`config.mk`:
```
export PLATFORM = sky130hd
export DESIGN_NAME = usmc_mode_ctrl
export DESIGN_NICKNAME = d
export VERILOG_FILES = /design/src/core/usmc_pkg.sv /design/src/core/usmc_mode_ctrl.sv
export SDC_FILE = /design/constraint.sdc
export NUM_CORES = 1
export LEC_CHECK = 0
export BUFFER_PORTS_ARGS = -buffer_cell sky130_fd_sc_hd__buf_2
export CAP_MARGIN = 40
export CORE_MARGIN = 5
export CORE_UTILIZATION = 49
export DETAILED_ROUTE_END_ITERATION = 16
export GPL_TIMING_DRIVEN = 0
export PLACE_DENSITY = 0.85
export SYNTH_ARGS = -nofsm -noshare
export SYNTH_HDL_FRONTEND = slang
export SYNTH_SLANG_ARGS = --single-unit
```
`constraint.sdc`:
```
create_clock -name clk_i -period 4.6 [get_ports clk_i]
set_input_delay 0.23 -clock clk_i [delete_from_list [all_inputs] [get_ports clk_i]]
set_output_delay 0.23 -clock clk_i [all_outputs]
set_load 0.01 [all_outputs]
```
`src/core/usmc_pkg.sv`:
```
// Operation
// - Port clock keeps running in sleep when run_in_sleep set, else stops.
// - Running flag reads high while port active; software leaves mode alone then.
// - clock_source_sel picks reference, fast oscillator, system or peripheral bus clock.
// - overflow_continue set keeps receive shift register running after overrun.
// - overflow_continue clear stops receive shift register after overrun.
// - Port enable hands pins to port per pin_usage and transmit_enable.
// - Port disabled returns every pin to general-purpose control, minimal power.
// - stop_in_idle set halts port in idle; clear keeps it running.
// - infrared_enable routes transmit and receive through infrared encoder and decoder.
// - request_to_send_mode set gives simplex, clear gives flow control.
// - pin_usage 11 uses transmit, receive, baud clock; clear-to-send stays general-purpose.
// - pin_usage 10 uses transmit, receive, clear-to-send and request-to-send.
// - pin_usage 01 uses transmit, receive and request-to-send only.
// - pin_usage 00 uses only transmit and receive pins.
// - Wake field set makes start bit during sleep wake the device.
// - loopback_sel feeds transmitted output back into own receiver.
// - auto_baud measures next character, which remote sends as 0x55.
// - Hardware clears auto_baud once measurement finishes.
// - Mode bits 31-24 and 21-19 read as zero.
// - speed_sel set gives 4x baud clock, clear gives 16x.
// - framing_sel: 11 nine-bit, 10 odd parity, 01 even parity, 00 none.
// - stop_count_sel set gives two stop bits, clear gives one.
package usmc_pkg;

  localparam logic [3:0]  USMC_OFS_MODE    = 4'h0;
  localparam logic [3:0]  USMC_OFS_STATUS  = 4'h4;
  localparam logic [31:0] USMC_MODE_RESET  = 32'h0000_0000;
  localparam logic [31:0] USMC_MODE_WMASK  = 32'h0087_BBFF;

  localparam int USMC_BIT_SLEEP_RUN = 23;
  localparam int USMC_BIT_ACTIVE    = 22;
  localparam int USMC_BIT_CLOCK_SOURCE_SEL_LO = 17;
  localparam int USMC_BIT_OVF_CONT  = 16;
  localparam int USMC_BIT_ENABLE    = 15;
  localparam int USMC_BIT_IDLE_STOP = 13;
  localparam int USMC_BIT_INFRARED  = 12;
  localparam int USMC_BIT_RTS_MODE  = 11;
  localparam int USMC_BIT_PINUSE_LO = 8;
  localparam int USMC_BIT_WAKE      = 7;
  localparam int USMC_BIT_LOOPBACK  = 6;
  localparam int USMC_BIT_AUTOBAUD  = 5;
  localparam int USMC_BIT_RX_INVERT = 4;
  localparam int USMC_BIT_SPEED     = 3;
  localparam int USMC_BIT_FRAME_LO  = 1;
  localparam int USMC_BIT_STOP2     = 0;

  localparam logic [4:0] USMC_OSR_HIGH  = 5'h04;
  localparam logic [4:0] USMC_OSR_STD   = 5'h10;
  localparam logic [7:0] USMC_SYNC_CHAR = 8'h55;

  typedef enum logic [1:0] {
    USMC_CLK_PBUS,
    USMC_CLK_SYS,
    USMC_CLK_FRC,
    USMC_CLK_REFO
  } usmc_clk_e;

  typedef enum logic [1:0] {
    USMC_PIN_TXRX,
    USMC_PIN_RTS,
    USMC_PIN_HANDSHAKE,
    USMC_PIN_BCLK
  } usmc_pin_e;

  typedef struct packed {
    logic       nine_bit;
    logic       parity_en;
    logic       parity_odd;
    logic [1:0] stop_bits;
    logic [4:0] oversample;
    logic       rts_simplex;
    logic       auto_baud;
    logic       rx_invert;
  } usmc_cfg_s;

  typedef struct packed {
    logic cts;
    logic rts;
    logic bclk;
    logic tx;
    logic rx;
  } usmc_own_s;

endpackage : usmc_pkg

```
`src/core/usmc_mode_ctrl.sv`:
```
// Added by the designer: the register addresses and the strobed register port.
`timescale 1ns/1ps
module usmc_mode_ctrl
  import usmc_pkg::*;
(
  input  wire logic        clk_i,          // 20 MHz system clock
  input  wire logic        rst_i,          // Synchronous reset, active high
  input  wire logic [3:0]  addr_i,         // Register byte address
  input  wire logic [31:0] wdata_i,        // Write data
  input  wire logic        wr_i,           // Write strobe
  input  wire logic        rd_i,           // Read strobe
  output logic      [31:0] rdata_o,        // Read data, cycle after rd_i
  input  wire logic        sleep_i,        // Device in sleep
  input  wire logic        idle_i,         // Device in idle
  input  wire logic        transmit_enable_i, // Transmitter enable from status reg
  input  wire logic        rx_overrun_i,   // Receive overrun flag from receiver
  input  wire logic        auto_baud_done_i,   // Baud measurement finished pulse
  input  wire logic        core_tx_i,      // Raw transmit bit from shifter
  input  wire logic        ir_tx_i,        // Infrared encoded transmit bit
  input  wire logic        ir_rx_i,        // Infrared decoded receive bit
  input  wire logic        core_rts_i,     // Request-to-send level from port
  input  wire logic        core_bclk_i,    // Baud clock from generator
  input  wire logic        gpio_tx_o_i,    // General-purpose level for tx pin
  input  wire logic        gpio_tx_oe_i,   // General-purpose enable for tx pin
  input  wire logic        gpio_rts_o_i,   // General-purpose level for rts pin
  input  wire logic        gpio_rts_oe_i,  // General-purpose enable for rts pin
  input  wire logic        serial_in_pin_i,   // Receive pin
  input  wire logic        clear_to_send_pin_i, // Clear-to-send pin
  output logic             serial_out_pin_o,  // Transmit pin level
  output logic             serial_out_pin_oe_o, // Transmit pin enable
  output logic             request_to_send_pin_o, // Rts or baud clock pin level
  output logic             request_to_send_pin_oe_o, // Rts or baud clock pin enable
  output logic             rx_to_core_o,   // Receive bit into shifter
  output logic             cts_to_core_o,  // Synced clear-to-send to port
  output logic             port_clk_en_o,  // Port clock gate enable
  output logic [1:0]       clk_src_sel_o,  // Port clock mux select
  output logic             shift_run_o,    // Receive shift register may run
  output logic             wake_o,         // Wake-up pulse
  output usmc_cfg_s        cfg_o,          // Frame and mode settings
  output usmc_own_s        own_o           // Pin ownership
);

  ////////////////////////////////////////////////////////////////////////////
  // Mode register and field views

  logic [31:0] mode_r;
  logic [31:0] mode_nxt;
  logic [31:0] rdata_r;
  logic [31:0] rdata_nxt;
  logic        clk_en_r;
  logic        shift_run_r;
  logic        wake_r;
  logic        rx_s1_r;
  logic        rx_s2_r;
  logic        rx_s3_r;
  logic        cts_s1_r;
  logic        cts_s2_r;
  logic        tx_pin_r;
  logic        tx_oe_r;
  logic        rts_pin_r;
  logic        rts_oe_r;
  logic        rx_core_r;
  logic        cts_core_r;
  usmc_cfg_s   cfg_r;
  usmc_cfg_s   cfg_nxt;
  usmc_own_s   own_r;
  usmc_own_s   own_nxt;

  wire         run_in_sleep      = mode_r[USMC_BIT_SLEEP_RUN];
  wire [1:0]   clock_source_sel  = mode_r[USMC_BIT_CLOCK_SOURCE_SEL_LO +: 2];
  wire         overflow_continue = mode_r[USMC_BIT_OVF_CONT];
  wire         port_enable       = mode_r[USMC_BIT_ENABLE];
  wire         stop_in_idle      = mode_r[USMC_BIT_IDLE_STOP];
  wire         infrared_enable   = mode_r[USMC_BIT_INFRARED];
  wire [1:0]   pin_usage         = mode_r[USMC_BIT_PINUSE_LO +: 2];
  wire         wake_enable       = mode_r[USMC_BIT_WAKE];
  wire         loopback_sel      = mode_r[USMC_BIT_LOOPBACK];
  wire         auto_baud         = mode_r[USMC_BIT_AUTOBAUD];
  wire         receive_invert    = mode_r[USMC_BIT_RX_INVERT];
  wire         speed_sel         = mode_r[USMC_BIT_SPEED];

  wire         sel_mode   = (addr_i == USMC_OFS_MODE);
  wire         sel_status = (addr_i == USMC_OFS_STATUS);
  wire         wr_mode    = wr_i && sel_mode;

  ////////////////////////////////////////////////////////////////////////////
  // Clock gating: sleep, idle and enable

  // Sleep gate only bites when run_in_sleep is clear
  wire sleep_gate = sleep_i && !run_in_sleep;
  wire idle_gate  = idle_i && stop_in_idle;
  // Disabled port keeps its clock stopped to save power
  wire clk_en_nxt = port_enable && !sleep_gate && !idle_gate;

  // Running flag follows the live gate, not the request
  wire active_w   = clk_en_r;

  ////////////////////////////////////////////////////////////////////////////
  // Overflow policy

  // Legacy mode freezes the shifter until software clears the overrun
  wire shift_run_nxt = clk_en_nxt && (overflow_continue || !rx_overrun_i);

  ////////////////////////////////////////////////////////////////////////////
  // Mode register write and auto-baud self clear

  wire auto_baud_clear = auto_baud_done_i && auto_baud;

  always_comb begin
    mode_nxt = mode_r;
    if (auto_baud_clear) begin
      mode_nxt[USMC_BIT_AUTOBAUD] = 1'b0;
    end
    // Software write wins so a fresh request is never lost
    if (wr_mode) begin
      mode_nxt = wdata_i & USMC_MODE_WMASK;
    end
  end

  ////////////////////////////////////////////////////////////////////////////
  // Pin synchronisers and start-bit wake

  wire rx_line    = rx_s2_r ^ receive_invert;
  wire start_edge = rx_s3_r && !rx_s2_r;
  wire wake_nxt   = sleep_i && wake_enable && start_edge;

  ////////////////////////////////////////////////////////////////////////////
  // Pin ownership and routing

  wire own_rts  = port_enable && (pin_usage == USMC_PIN_RTS
                                  || pin_usage == USMC_PIN_HANDSHAKE);
  wire own_bclk = port_enable && (pin_usage == USMC_PIN_BCLK);
  wire own_cts  = port_enable && (pin_usage == USMC_PIN_HANDSHAKE);
  wire own_tx   = port_enable && transmit_enable_i;

  // Encoder only sits in the path while infrared is on
  wire tx_bit   = infrared_enable ? ir_tx_i : core_tx_i;
  wire rx_bit   = infrared_enable ? ir_rx_i : rx_line;
  wire rx_route = loopback_sel ? tx_bit : rx_bit;

  wire tx_pin_nxt  = own_tx ? tx_bit : gpio_tx_o_i;
  wire tx_oe_nxt   = own_tx ? 1'b1 : gpio_tx_oe_i;
  wire rts_pin_nxt = own_bclk ? core_bclk_i
                   : own_rts ? core_rts_i : gpio_rts_o_i;
  wire rts_oe_nxt  = (own_bclk || own_rts) ? 1'b1 : gpio_rts_oe_i;
  // Unowned clear-to-send never holds off the transmitter
  wire cts_nxt     = own_cts && cts_s2_r;

  ////////////////////////////////////////////////////////////////////////////
  // Registered decodes

  // Decoded from the incoming mode word, so cfg_o and own_o move with mode_r
  wire [31:0] mode_load  = rst_i ? USMC_MODE_RESET : mode_nxt;
  wire [1:0]  frame_load = mode_load[USMC_BIT_FRAME_LO +: 2];
  wire [1:0]  pins_load  = mode_load[USMC_BIT_PINUSE_LO +: 2];
  wire        on_load    = mode_load[USMC_BIT_ENABLE];

  always_comb begin
    cfg_nxt.nine_bit    = (frame_load == 2'h3);
    cfg_nxt.parity_en   = (frame_load == 2'h1) || (frame_load == 2'h2);
    cfg_nxt.parity_odd  = (frame_load == 2'h2);
    cfg_nxt.stop_bits   = mode_load[USMC_BIT_STOP2] ? 2'h2 : 2'h1;
    cfg_nxt.oversample  = mode_load[USMC_BIT_SPEED] ? USMC_OSR_HIGH : USMC_OSR_STD;
    cfg_nxt.rts_simplex = mode_load[USMC_BIT_RTS_MODE];
    // Receiver expects the sync character while this is set
    cfg_nxt.auto_baud   = mode_load[USMC_BIT_AUTOBAUD];
    cfg_nxt.rx_invert   = mode_load[USMC_BIT_RX_INVERT];
  end

  always_comb begin
    own_nxt.cts  = on_load && (pins_load == USMC_PIN_HANDSHAKE);
    own_nxt.rts  = on_load && (pins_load == USMC_PIN_RTS
                               || pins_load == USMC_PIN_HANDSHAKE);
    own_nxt.bclk = on_load && (pins_load == USMC_PIN_BCLK);
    own_nxt.tx   = on_load && transmit_enable_i;
    own_nxt.rx   = on_load;
  end

  always_ff @(posedge clk_i) begin
    cfg_r <= cfg_nxt;
    own_r <= own_nxt;
  end

  ////////////////////////////////////////////////////////////////////////////
  // Read mux

  wire [31:0] mode_view = (mode_r & ~(32'h1 << USMC_BIT_ACTIVE))
                        | ({31'h0000_0000, active_w} << USMC_BIT_ACTIVE);
  wire [31:0] status_view = {28'h000_0000, auto_baud, clk_en_r, shift_run_r,
                             rx_overrun_i};

  always_comb begin
    rdata_nxt = 32'h0000_0000;
    if (rd_i && sel_mode) begin
      rdata_nxt = mode_view;
    end else if (rd_i && sel_status) begin
      rdata_nxt = status_view;
    end
  end

  ////////////////////////////////////////////////////////////////////////////
  // Registers

  always_ff @(posedge clk_i) begin
    if (rst_i) begin
      mode_r  <= USMC_MODE_RESET;
      rdata_r <= 32'h0000_0000;
    end else begin
      mode_r  <= mode_nxt;
      rdata_r <= rdata_nxt;
    end
  end

  always_ff @(posedge clk_i) begin
    if (rst_i) begin
      clk_en_r    <= 1'b0;
      shift_run_r <= 1'b0;
      wake_r      <= 1'b0;
    end else begin
      clk_en_r    <= clk_en_nxt;
      shift_run_r <= shift_run_nxt;
      wake_r      <= wake_nxt;
    end
  end

  // Line idles high, so receive synchronisers reset high; clear-to-send ones reset low
  always_ff @(posedge clk_i) begin
    if (rst_i) begin
      rx_s1_r  <= 1'b1;
      rx_s2_r  <= 1'b1;
      rx_s3_r  <= 1'b1;
      cts_s1_r <= 1'b0;
      cts_s2_r <= 1'b0;
    end else begin
      rx_s1_r  <= serial_in_pin_i;
      rx_s2_r  <= rx_s1_r;
      rx_s3_r  <= rx_s2_r;
      cts_s1_r <= clear_to_send_pin_i;
      cts_s2_r <= cts_s1_r;
    end
  end

  always_ff @(posedge clk_i) begin
    if (rst_i) begin
      tx_pin_r   <= 1'b1;
      tx_oe_r    <= 1'b0;
      rts_pin_r  <= 1'b0;
      rts_oe_r   <= 1'b0;
      rx_core_r  <= 1'b1;
      cts_core_r <= 1'b0;
    end else begin
      tx_pin_r   <= tx_pin_nxt;
      tx_oe_r    <= tx_oe_nxt;
      rts_pin_r  <= rts_pin_nxt;
      rts_oe_r   <= rts_oe_nxt;
      rx_core_r  <= rx_route;
      cts_core_r <= cts_nxt;
    end
  end

  ////////////////////////////////////////////////////////////////////////////
  // Outputs

  assign rdata_o                  = rdata_r;
  assign serial_out_pin_o         = tx_pin_r;
  assign serial_out_pin_oe_o      = tx_oe_r;
  assign request_to_send_pin_o    = rts_pin_r;
  assign request_to_send_pin_oe_o = rts_oe_r;
  assign rx_to_core_o             = rx_core_r;
  assign cts_to_core_o            = cts_core_r;
  assign port_clk_en_o            = clk_en_r;
  assign clk_src_sel_o            = clock_source_sel;
  assign shift_run_o              = shift_run_r;
  assign wake_o                   = wake_r;

  assign cfg_o                    = cfg_r;
  assign own_o                    = own_r;

  ////////////////////////////////////////////////////////////////////////////
  // Assertions

  sleep_gate_a: assert property (@(posedge clk_i) disable iff (rst_i)
    (sleep_i && !run_in_sleep) |=> !port_clk_en_o)
    else $error("port clock ran in sleep without run_in_sleep");

  sleep_run_a: assert property (@(posedge clk_i) disable iff (rst_i)
    (sleep_i && run_in_sleep && port_enable && !idle_gate && !wr_mode) |=> port_clk_en_o)
    else $error("port clock stopped in sleep with run_in_sleep");

  active_read_a: assert property (@(posedge clk_i) disable iff (rst_i)
    (rd_i && sel_mode) |=> (rdata_o[USMC_BIT_ACTIVE] == $past(port_clk_en_o)))
    else $error("running flag does not match port clock");

  clk_select_a: assert property (@(posedge clk_i) disable iff (rst_i)
    wr_mode |=> (clk_src_sel_o == $past(wdata_i[18:17])))
    else $error("clock source select not taken from write");

  ovf_stop_a: assert property (@(posedge clk_i) disable iff (rst_i)
    (rx_overrun_i && !overflow_continue) |=> !shift_run_o)
    else $error("shifter kept running after overrun in legacy mode");

  ovf_cont_a: assert property (@(posedge clk_i) disable iff (rst_i)
    (rx_overrun_i && overflow_continue && clk_en_nxt) |=> shift_run_o)
    else $error("shifter stopped despite overflow_continue");

  off_pins_a: assert property (@(posedge clk_i) disable iff (rst_i)
    !port_enable |=> (serial_out_pin_oe_o == $past(gpio_tx_oe_i))
                     && (request_to_send_pin_oe_o == $past(gpio_rts_oe_i))
                     && !port_clk_en_o)
    else $error("disabled port still owns pins or clock");

  idle_halt_a: assert property (@(posedge clk_i) disable iff (rst_i)
    (idle_i && stop_in_idle) |=> !port_clk_en_o)
    else $error("port kept running in idle with stop_in_idle");

  ir_route_a: assert property (@(posedge clk_i) disable iff (rst_i)
    (own_tx && infrared_enable) |=> (serial_out_pin_o == $past(ir_tx_i)))
    else $error("infrared encoder bypassed while enabled");

  hs_pins_a: assert property (@(posedge clk_i) disable iff (rst_i)
    (port_enable && pin_usage == 2'h2) |-> (own_o.cts && own_o.rts && !own_o.bclk))
    else $error("handshake pins not owned in code 10");

  bclk_pin_a: assert property (@(posedge clk_i) disable iff (rst_i)
    (port_enable && pin_usage == 2'h3) |=> (request_to_send_pin_o == $past(core_bclk_i))
                                           && !cts_to_core_o)
    else $error("baud clock pin not driven in code 11");

  rts_only_a: assert property (@(posedge clk_i) disable iff (rst_i)
    (port_enable && pin_usage == 2'h1) |-> (own_o.rts && !own_o.cts && !own_o.bclk))
    else $error("pin ownership wrong in code 01");

  txrx_only_a: assert property (@(posedge clk_i) disable iff (rst_i)
    (pin_usage == 2'h0) |-> !(own_o.cts || own_o.rts || own_o.bclk))
    else $error("extra pins owned in code 00");

  wake_cause_a: assert property (@(posedge clk_i) disable iff (rst_i)
    wake_o |-> $past(sleep_i) && $past(wake_enable) && $past(rx_s3_r) && !$past(rx_s2_r))
    else $error("wake pulse without start bit in sleep");

  loop_feed_a: assert property (@(posedge clk_i) disable iff (rst_i)
    (loopback_sel && !infrared_enable) |=> (rx_to_core_o == $past(core_tx_i)))
    else $error("loopback did not feed transmit into receiver");

  auto_baud_clear_a: assert property (@(posedge clk_i) disable iff (rst_i)
    (auto_baud_done_i && auto_baud && !wr_mode) |=> !cfg_o.auto_baud)
    else $error("auto_baud not cleared after measurement");

  reserved_zero_a: assert property (@(posedge clk_i) disable iff (rst_i)
    (rd_i && sel_mode) |=> (rdata_o[31:24] == 8'h00) && (rdata_o[21:19] == 3'h0))
    else $error("reserved mode bits read non-zero");

  osr_speed_a: assert property (@(posedge clk_i) disable iff (rst_i)
    cfg_o.oversample == (speed_sel ? 5'h04 : 5'h10))
    else $error("oversample ratio does not follow speed_sel");

  frame_odd_a: assert property (@(posedge clk_i) disable iff (rst_i)
    wr_mode && (wdata_i[2:1] == 2'h2) |=> cfg_o.parity_en && cfg_o.parity_odd
                                          && !cfg_o.nine_bit)
    else $error("framing code 10 not odd parity");

  stop_two_a: assert property (@(posedge clk_i) disable iff (rst_i)
    wr_mode |=> (cfg_o.stop_bits == ($past(wdata_i[0]) ? 2'h2 : 2'h1)))
    else $error("stop bit count does not follow stop_count_sel");

  tx_drive_a: assert property (@(posedge clk_i) disable iff (rst_i)
    (own_tx && !infrared_enable) |=> serial_out_pin_oe_o
                                     && (serial_out_pin_o == $past(core_tx_i)))
    else $error("transmit pin not driven by the port");

  ir_receive_a: assert property (@(posedge clk_i) disable iff (rst_i)
    (infrared_enable && !loopback_sel) |=> (rx_to_core_o == $past(ir_rx_i)))
    else $error("infrared decoder bypassed on receive");

  rts_drive_a: assert property (@(posedge clk_i) disable iff (rst_i)
    (port_enable && pin_usage == 2'h1) |=> request_to_send_pin_oe_o
                                           && (request_to_send_pin_o == $past(core_rts_i)))
    else $error("request-to-send pin not driven in code 01");

  rts_release_a: assert property (@(posedge clk_i) disable iff (rst_i)
    (!port_enable || pin_usage == 2'h0) |=> (request_to_send_pin_o == $past(gpio_rts_o_i))
                        && (request_to_send_pin_oe_o == $past(gpio_rts_oe_i)))
    else $error("request-to-send pin not returned to general-purpose control");

  cts_free_a: assert property (@(posedge clk_i) disable iff (rst_i)
    (!port_enable || pin_usage != 2'h2) |=> !cts_to_core_o)
    else $error("clear-to-send used while not owned");

  wake_off_a: assert property (@(posedge clk_i) disable iff (rst_i)
    !(sleep_i && wake_enable) |=> !wake_o)
    else $error("wake pulse outside sleep or with wake clear");

endmodule : usmc_mode_ctrl

```
Yosys cells after proc, flatten, opt, wreduce, memory -nomap -nowiden --
Cells that the tools add are included. W data, S select, Z words.
Cells by class: eq/ne operators 10, mux-type cells 15, reduce and logical (&&, ||, !) cells 32, bitwise logic cells 2
Operator list (count):
- $mux W16 | 2
- $mux W24 | 1
- $or A24 B23 Y24 | 1
- $logic_and A1 B1 Y1 | 21
- $eq A2 B2 Y1 const B | 6
- $mux W1 | 9
- $eq A2 B1 Y1 const B | 3
- $logic_not A1 Y1 | 5
- $logic_or A1 B1 Y1 | 5
- $mux W5 | 1
- $eq A4 B3 Y1 const B | 1
- $logic_not A4 Y1 | 1
- $mux W4 | 1
- $mux W2 | 1
- $xor A1 B1 Y1 | 1
Storage, ports and cells: register bits after elaboration 82, word-level logic and storage cells 89, bits of input ports 56, output and inout port bits 61

Longest topological paths before layout --
word-level depth 7, depth in mapped cells 8, gate-level depth less buffers 5

Worst setup path before layout --
Ideal clock, no wire load.
path kind input-to-reg, start point in addr_i[2], end point reg cfg_r (netlist bit cfg_o[11]), buffers on the path 3, arrival 1642 ps, setup slack 2849 ps, library setup time 109 ps, data required time 4491 ps, cell stages on the path 8, cell sequence buf_6 or4_4 buf_6 buf_6 o21ai_0 a21oi_1 ha_1 inv_1
RTL lines:
- start: declaration | RTL line usmc_mode_ctrl.sv:8 | input wire logic [3:0] addr_i,
- end signal: assignment | RTL line usmc_mode_ctrl.sv:180 | cfg_r <= cfg_nxt;
- end: declaration | RTL line usmc_mode_ctrl.sv:64 | usmc_cfg_s cfg_r;

==> impl_metrics.py <==
metrics = {
    "run_status": {
        "status": "complete, no violations",
    },
    "die": {
        "fp-row-count": 25,
        "start_util_pct": 50.4,
        "die-area_mm2": 0.00635,
        "io_pins": 117,
        "core_region_area_mm2": 0.00472,
        "die_h_um": 79.7,
        "dieWidth_um": 79.7,
    },
    "layout": {
        "final_util_pct": 66.5,
        "fin_cells": 420,
        "drive_gt1_share_pct": 39.7,
        "area_growth_pct": 32.0,
        "n_antenna_cell": 0,
        "fillCellCount": 378,
        "fin_nets": 408,
    },
    "clock_tree": {
        "clkTransAtPathRegs_ns": 0.06,
        "clk_path_buf_depth": 2,
        "post_cts_buffers": 0,
        "cts_hold_buf": 0,
        "cts_buffers": 9,
        "cts-resized-gates": 0,
        "cts_root_buf": "clkbuf_8",
        "htree_levels": 3,
        "clk_latency_ns": 0.34,
        "cts.sinks": 60,
        "tritoncts": "done",
    },
    "routing": {
        "first_iter_violations": 113,
        "routed_wl_um": 5730,
        "routed_via_density": 4.71,
        "route.antenna.remaining_nets": 0,
        "wire_per_inst_um": 13.6,
        "firstDrtPassIters": 4,
        "drc_errors": 0,
        "num_vias": 1977,
    },
    "timing": {
        "slew_viol_final": 0,
        "worst_pin_slew_ns": 0.759,
        "layout_min_cycle_time_ns": 1.78,
        "setup_slack_ns": 2.82,
        "max_slew_margin_pct": 49.0,
        "final_hold_viol_count": 0,
        "fin_crit_sh_pct": 38.7,
        "fin_setup_tns_ns": 0,
        "skew_ns": 0.00504,
        "fmax_mhz": 561,
        "grt_setup_unrepaired": "false",
        "setup_violations": 0,
    },
    "power_and_ir_drop": {
        "power_mw": 1.08,
        "p_per_area_mw_per_mm2": 345,
        "ir_drop_mv": 0.207,
        "leakage_nw": 1.50,
    },
    "worst_setup_path": {
        "crit_chain": "buf_2 -> nor4_2 -> buf_4 -> nand3_1 -> a21oi_1 -> ha_1 -> inv_1",
        "r2r_start": "mode_r[8]$_DFF_P_",
        "crit_fanout": 10,
        "cp_data_required_time_ns": 4.89,
        "reg2reg_to": "request_to_send_pin_o$_SDFF_PP0_",
        "startpoint_type": "input port",
        "cp-end-kind": "register",
        "crit_arrival_ns": 2.07,
        "max_stage_delay_ns": 0.69,
        "critPathSlowestCell": "nor4_2",
        "crit_type": "input port to register",
        "r2r_cells": 4,
        "r2r_slack_ns": 3.23,
    },
    "placed_design": {
        "numPlacedInstances": 404,
        "place_ws_ns": 2.54,
        "port_buffers": 84,
        "finalWeightedCongestion": 0.872,
        "dp_hpwl_um": 4170,
    },
    "min_path": {
        "min_from": "serial_in_pin_i",
        "whs_path_depth": 2,
        "whs_endpoint": "rx_s1_r$_SDFF_PP1_",
        "hold_path.class": "input port to register",
    },
    "global_routing": {
        "gr-total-overflow": 0,
        "grt_max_degree": 11,
        "antenna_found_initial": 0,
        "track_usage_pct": 18.3,
        "grt_pass1_wl_um": 8560,
        "first_global_vias": 1874,
    },
    "synthesis": {
        "synth_top_area_cell": "dfxtp_1",
        "yosys.area.top_type_share_pct": 50.5,
        "ys_ff_latch": 60,
        "ys_types": 37,
        "synth_ff_type": "dfxtp_1",
        "synth_seq_area_share_pct": 50.5,
        "syn_area_mm2": 0.00238,
        "yosys_warnings": 0,
        "async_flop_share_pct": 0,
        "syn-instance-count": 238,
        "syn-mean-instance-area_um2": 9.99,
        "synth_edf_count": 0,
        "ys_top_cells_by_area": "dfxtp_1, buf_4, nand3_1, mux2i_1, o21ai_0",
    },
    "flow_run": {
        "timing.max_cap.violations": 0,
    },
}
## power by group
| part | total [mW] | leakage, nW | switching [mW] | internal [mW] |
|---|---|---|---|---|
| Clock | 0.474 | 0.109 | 0.199 | 0.275 |
| Combinational | 0.0801 | 0.903 | 0.0426 | 0.0375 |
| Sequential | 0.529 | 0.486 | 0.00298 | 0.526 |
| Total | 1.08 | 1.50 | 0.245 | 0.839 |
## flip-flops by register name, summed over array words and instances (netlist names), 4 cells and up
signal / flops
rdata_o: 19
cfg_o: 5
mode_r: 18
own_o: 4
## cells in the final DEF, fill, tap and decap left out, types with 4 or more instances in the layout
cell / count
a21oi_1: 17
and2_1: 14
buf_2: 85
buf_4: 25
clkbuf_1: 6
clkbuf_8: 11
clkinv_2: 4
conb_1: 16
dfxtp_1: 60
ha_1: 4
inv_1: 8
mux2i_1: 9
nand3_1: 19
nor2_1: 8
nor2b_1: 11
o21ai_0: 18
## worst max-delay path by stage
| stage | start | slack [ns] | cells after the start | end |
|---|---|---|---|---|
| floorplan | addr_i[2] | 2.85 | 8 | cfg_o[11]$_DFF_P_ |
| global placement | addr_i[1] | 2.56 | 7 | cfg_o[11]$_DFF_P_ |
| detailed placement | addr_i[1] | 2.54 | 7 | cfg_o[11]$_DFF_P_ |
| CTS | addr_i[1] | 2.82 | 7 | cfg_o[11]$_DFF_P_ |
| global route | addr_i[1] | 2.70 | 7 | cfg_o[11]$_DFF_P_ |
| finish | addr_i[1] | 2.82 | 7 | cfg_o[11]$_DFF_P_ |
## layout make-up
| type | instances | area (µm²) | area share, % |
|---|---|---|---|
| multi-input cells | 149 | 951 | 30.3 |
| clock inverters | 5 | 50.0 | 1.59 |
| well taps | 67 | 83.8 | 2.67 |
| inverters | 9 | 33.8 | 1.08 |
| clock buffers | 11 | 151 | 4.82 |
| plain buffers | 35 | 249 | 7.93 |
| flip-flops and latches | 60 | 1200 | 38.2 |
| repair buffers | 84 | 420 | 13.4 |
## metrics by stage
stage	hold slack, ns	instance area, µm²
3_3_place_gp	0.396	2940
3_5_place_dp	0.398	2940
4_1_cts	0.0645	3140
5_1_grt	0.0709	3140
6_report	0.0685	3140
2_1_floorplan	0.309	2430
## per-layer routing
layer	global-route usage [%]	routed length [µm]
met5	0	0
met4	11.2	116
met1	20.7	2310
met2	29.5	2740
met3	6.09	560
## worst max-delay path: cells and delay by family
family | cells | cell delay [ns]
buffers and inverters | 3 | 0.47
adders and majority gates | 1 | 0.29
AOI/OAI and AO/OA | 1 | 0.29
and+or+nand+nor | 2 | 0.78
## synth_stat cells (all sizes together) (3+ instances only)
cell type  count
mux2           3
nor4           3
and2          14
mux2i          9
or2            3
inv            8
nor2           9
clkbuf         6
nor2b         11
ha             4
a21oi         17
o21ai         18
dfxtp         60
nand2b         3
nand3         19
nand2          3
buf           29
## cell families after synthesis
group                    synth area share (%)
other                                   0.158
adder cells (fa/ha/maj)                  2.10
buffers and inverters                    11.9
AO/OA/AOI/OAI                            10.5
XOR/XNOR                                 1.10
flip-flops                               50.5
AND/OR/NAND/NOR                          18.0
multiplexers                             5.68
Note: power is estimated with default switching activity, not from simulation.
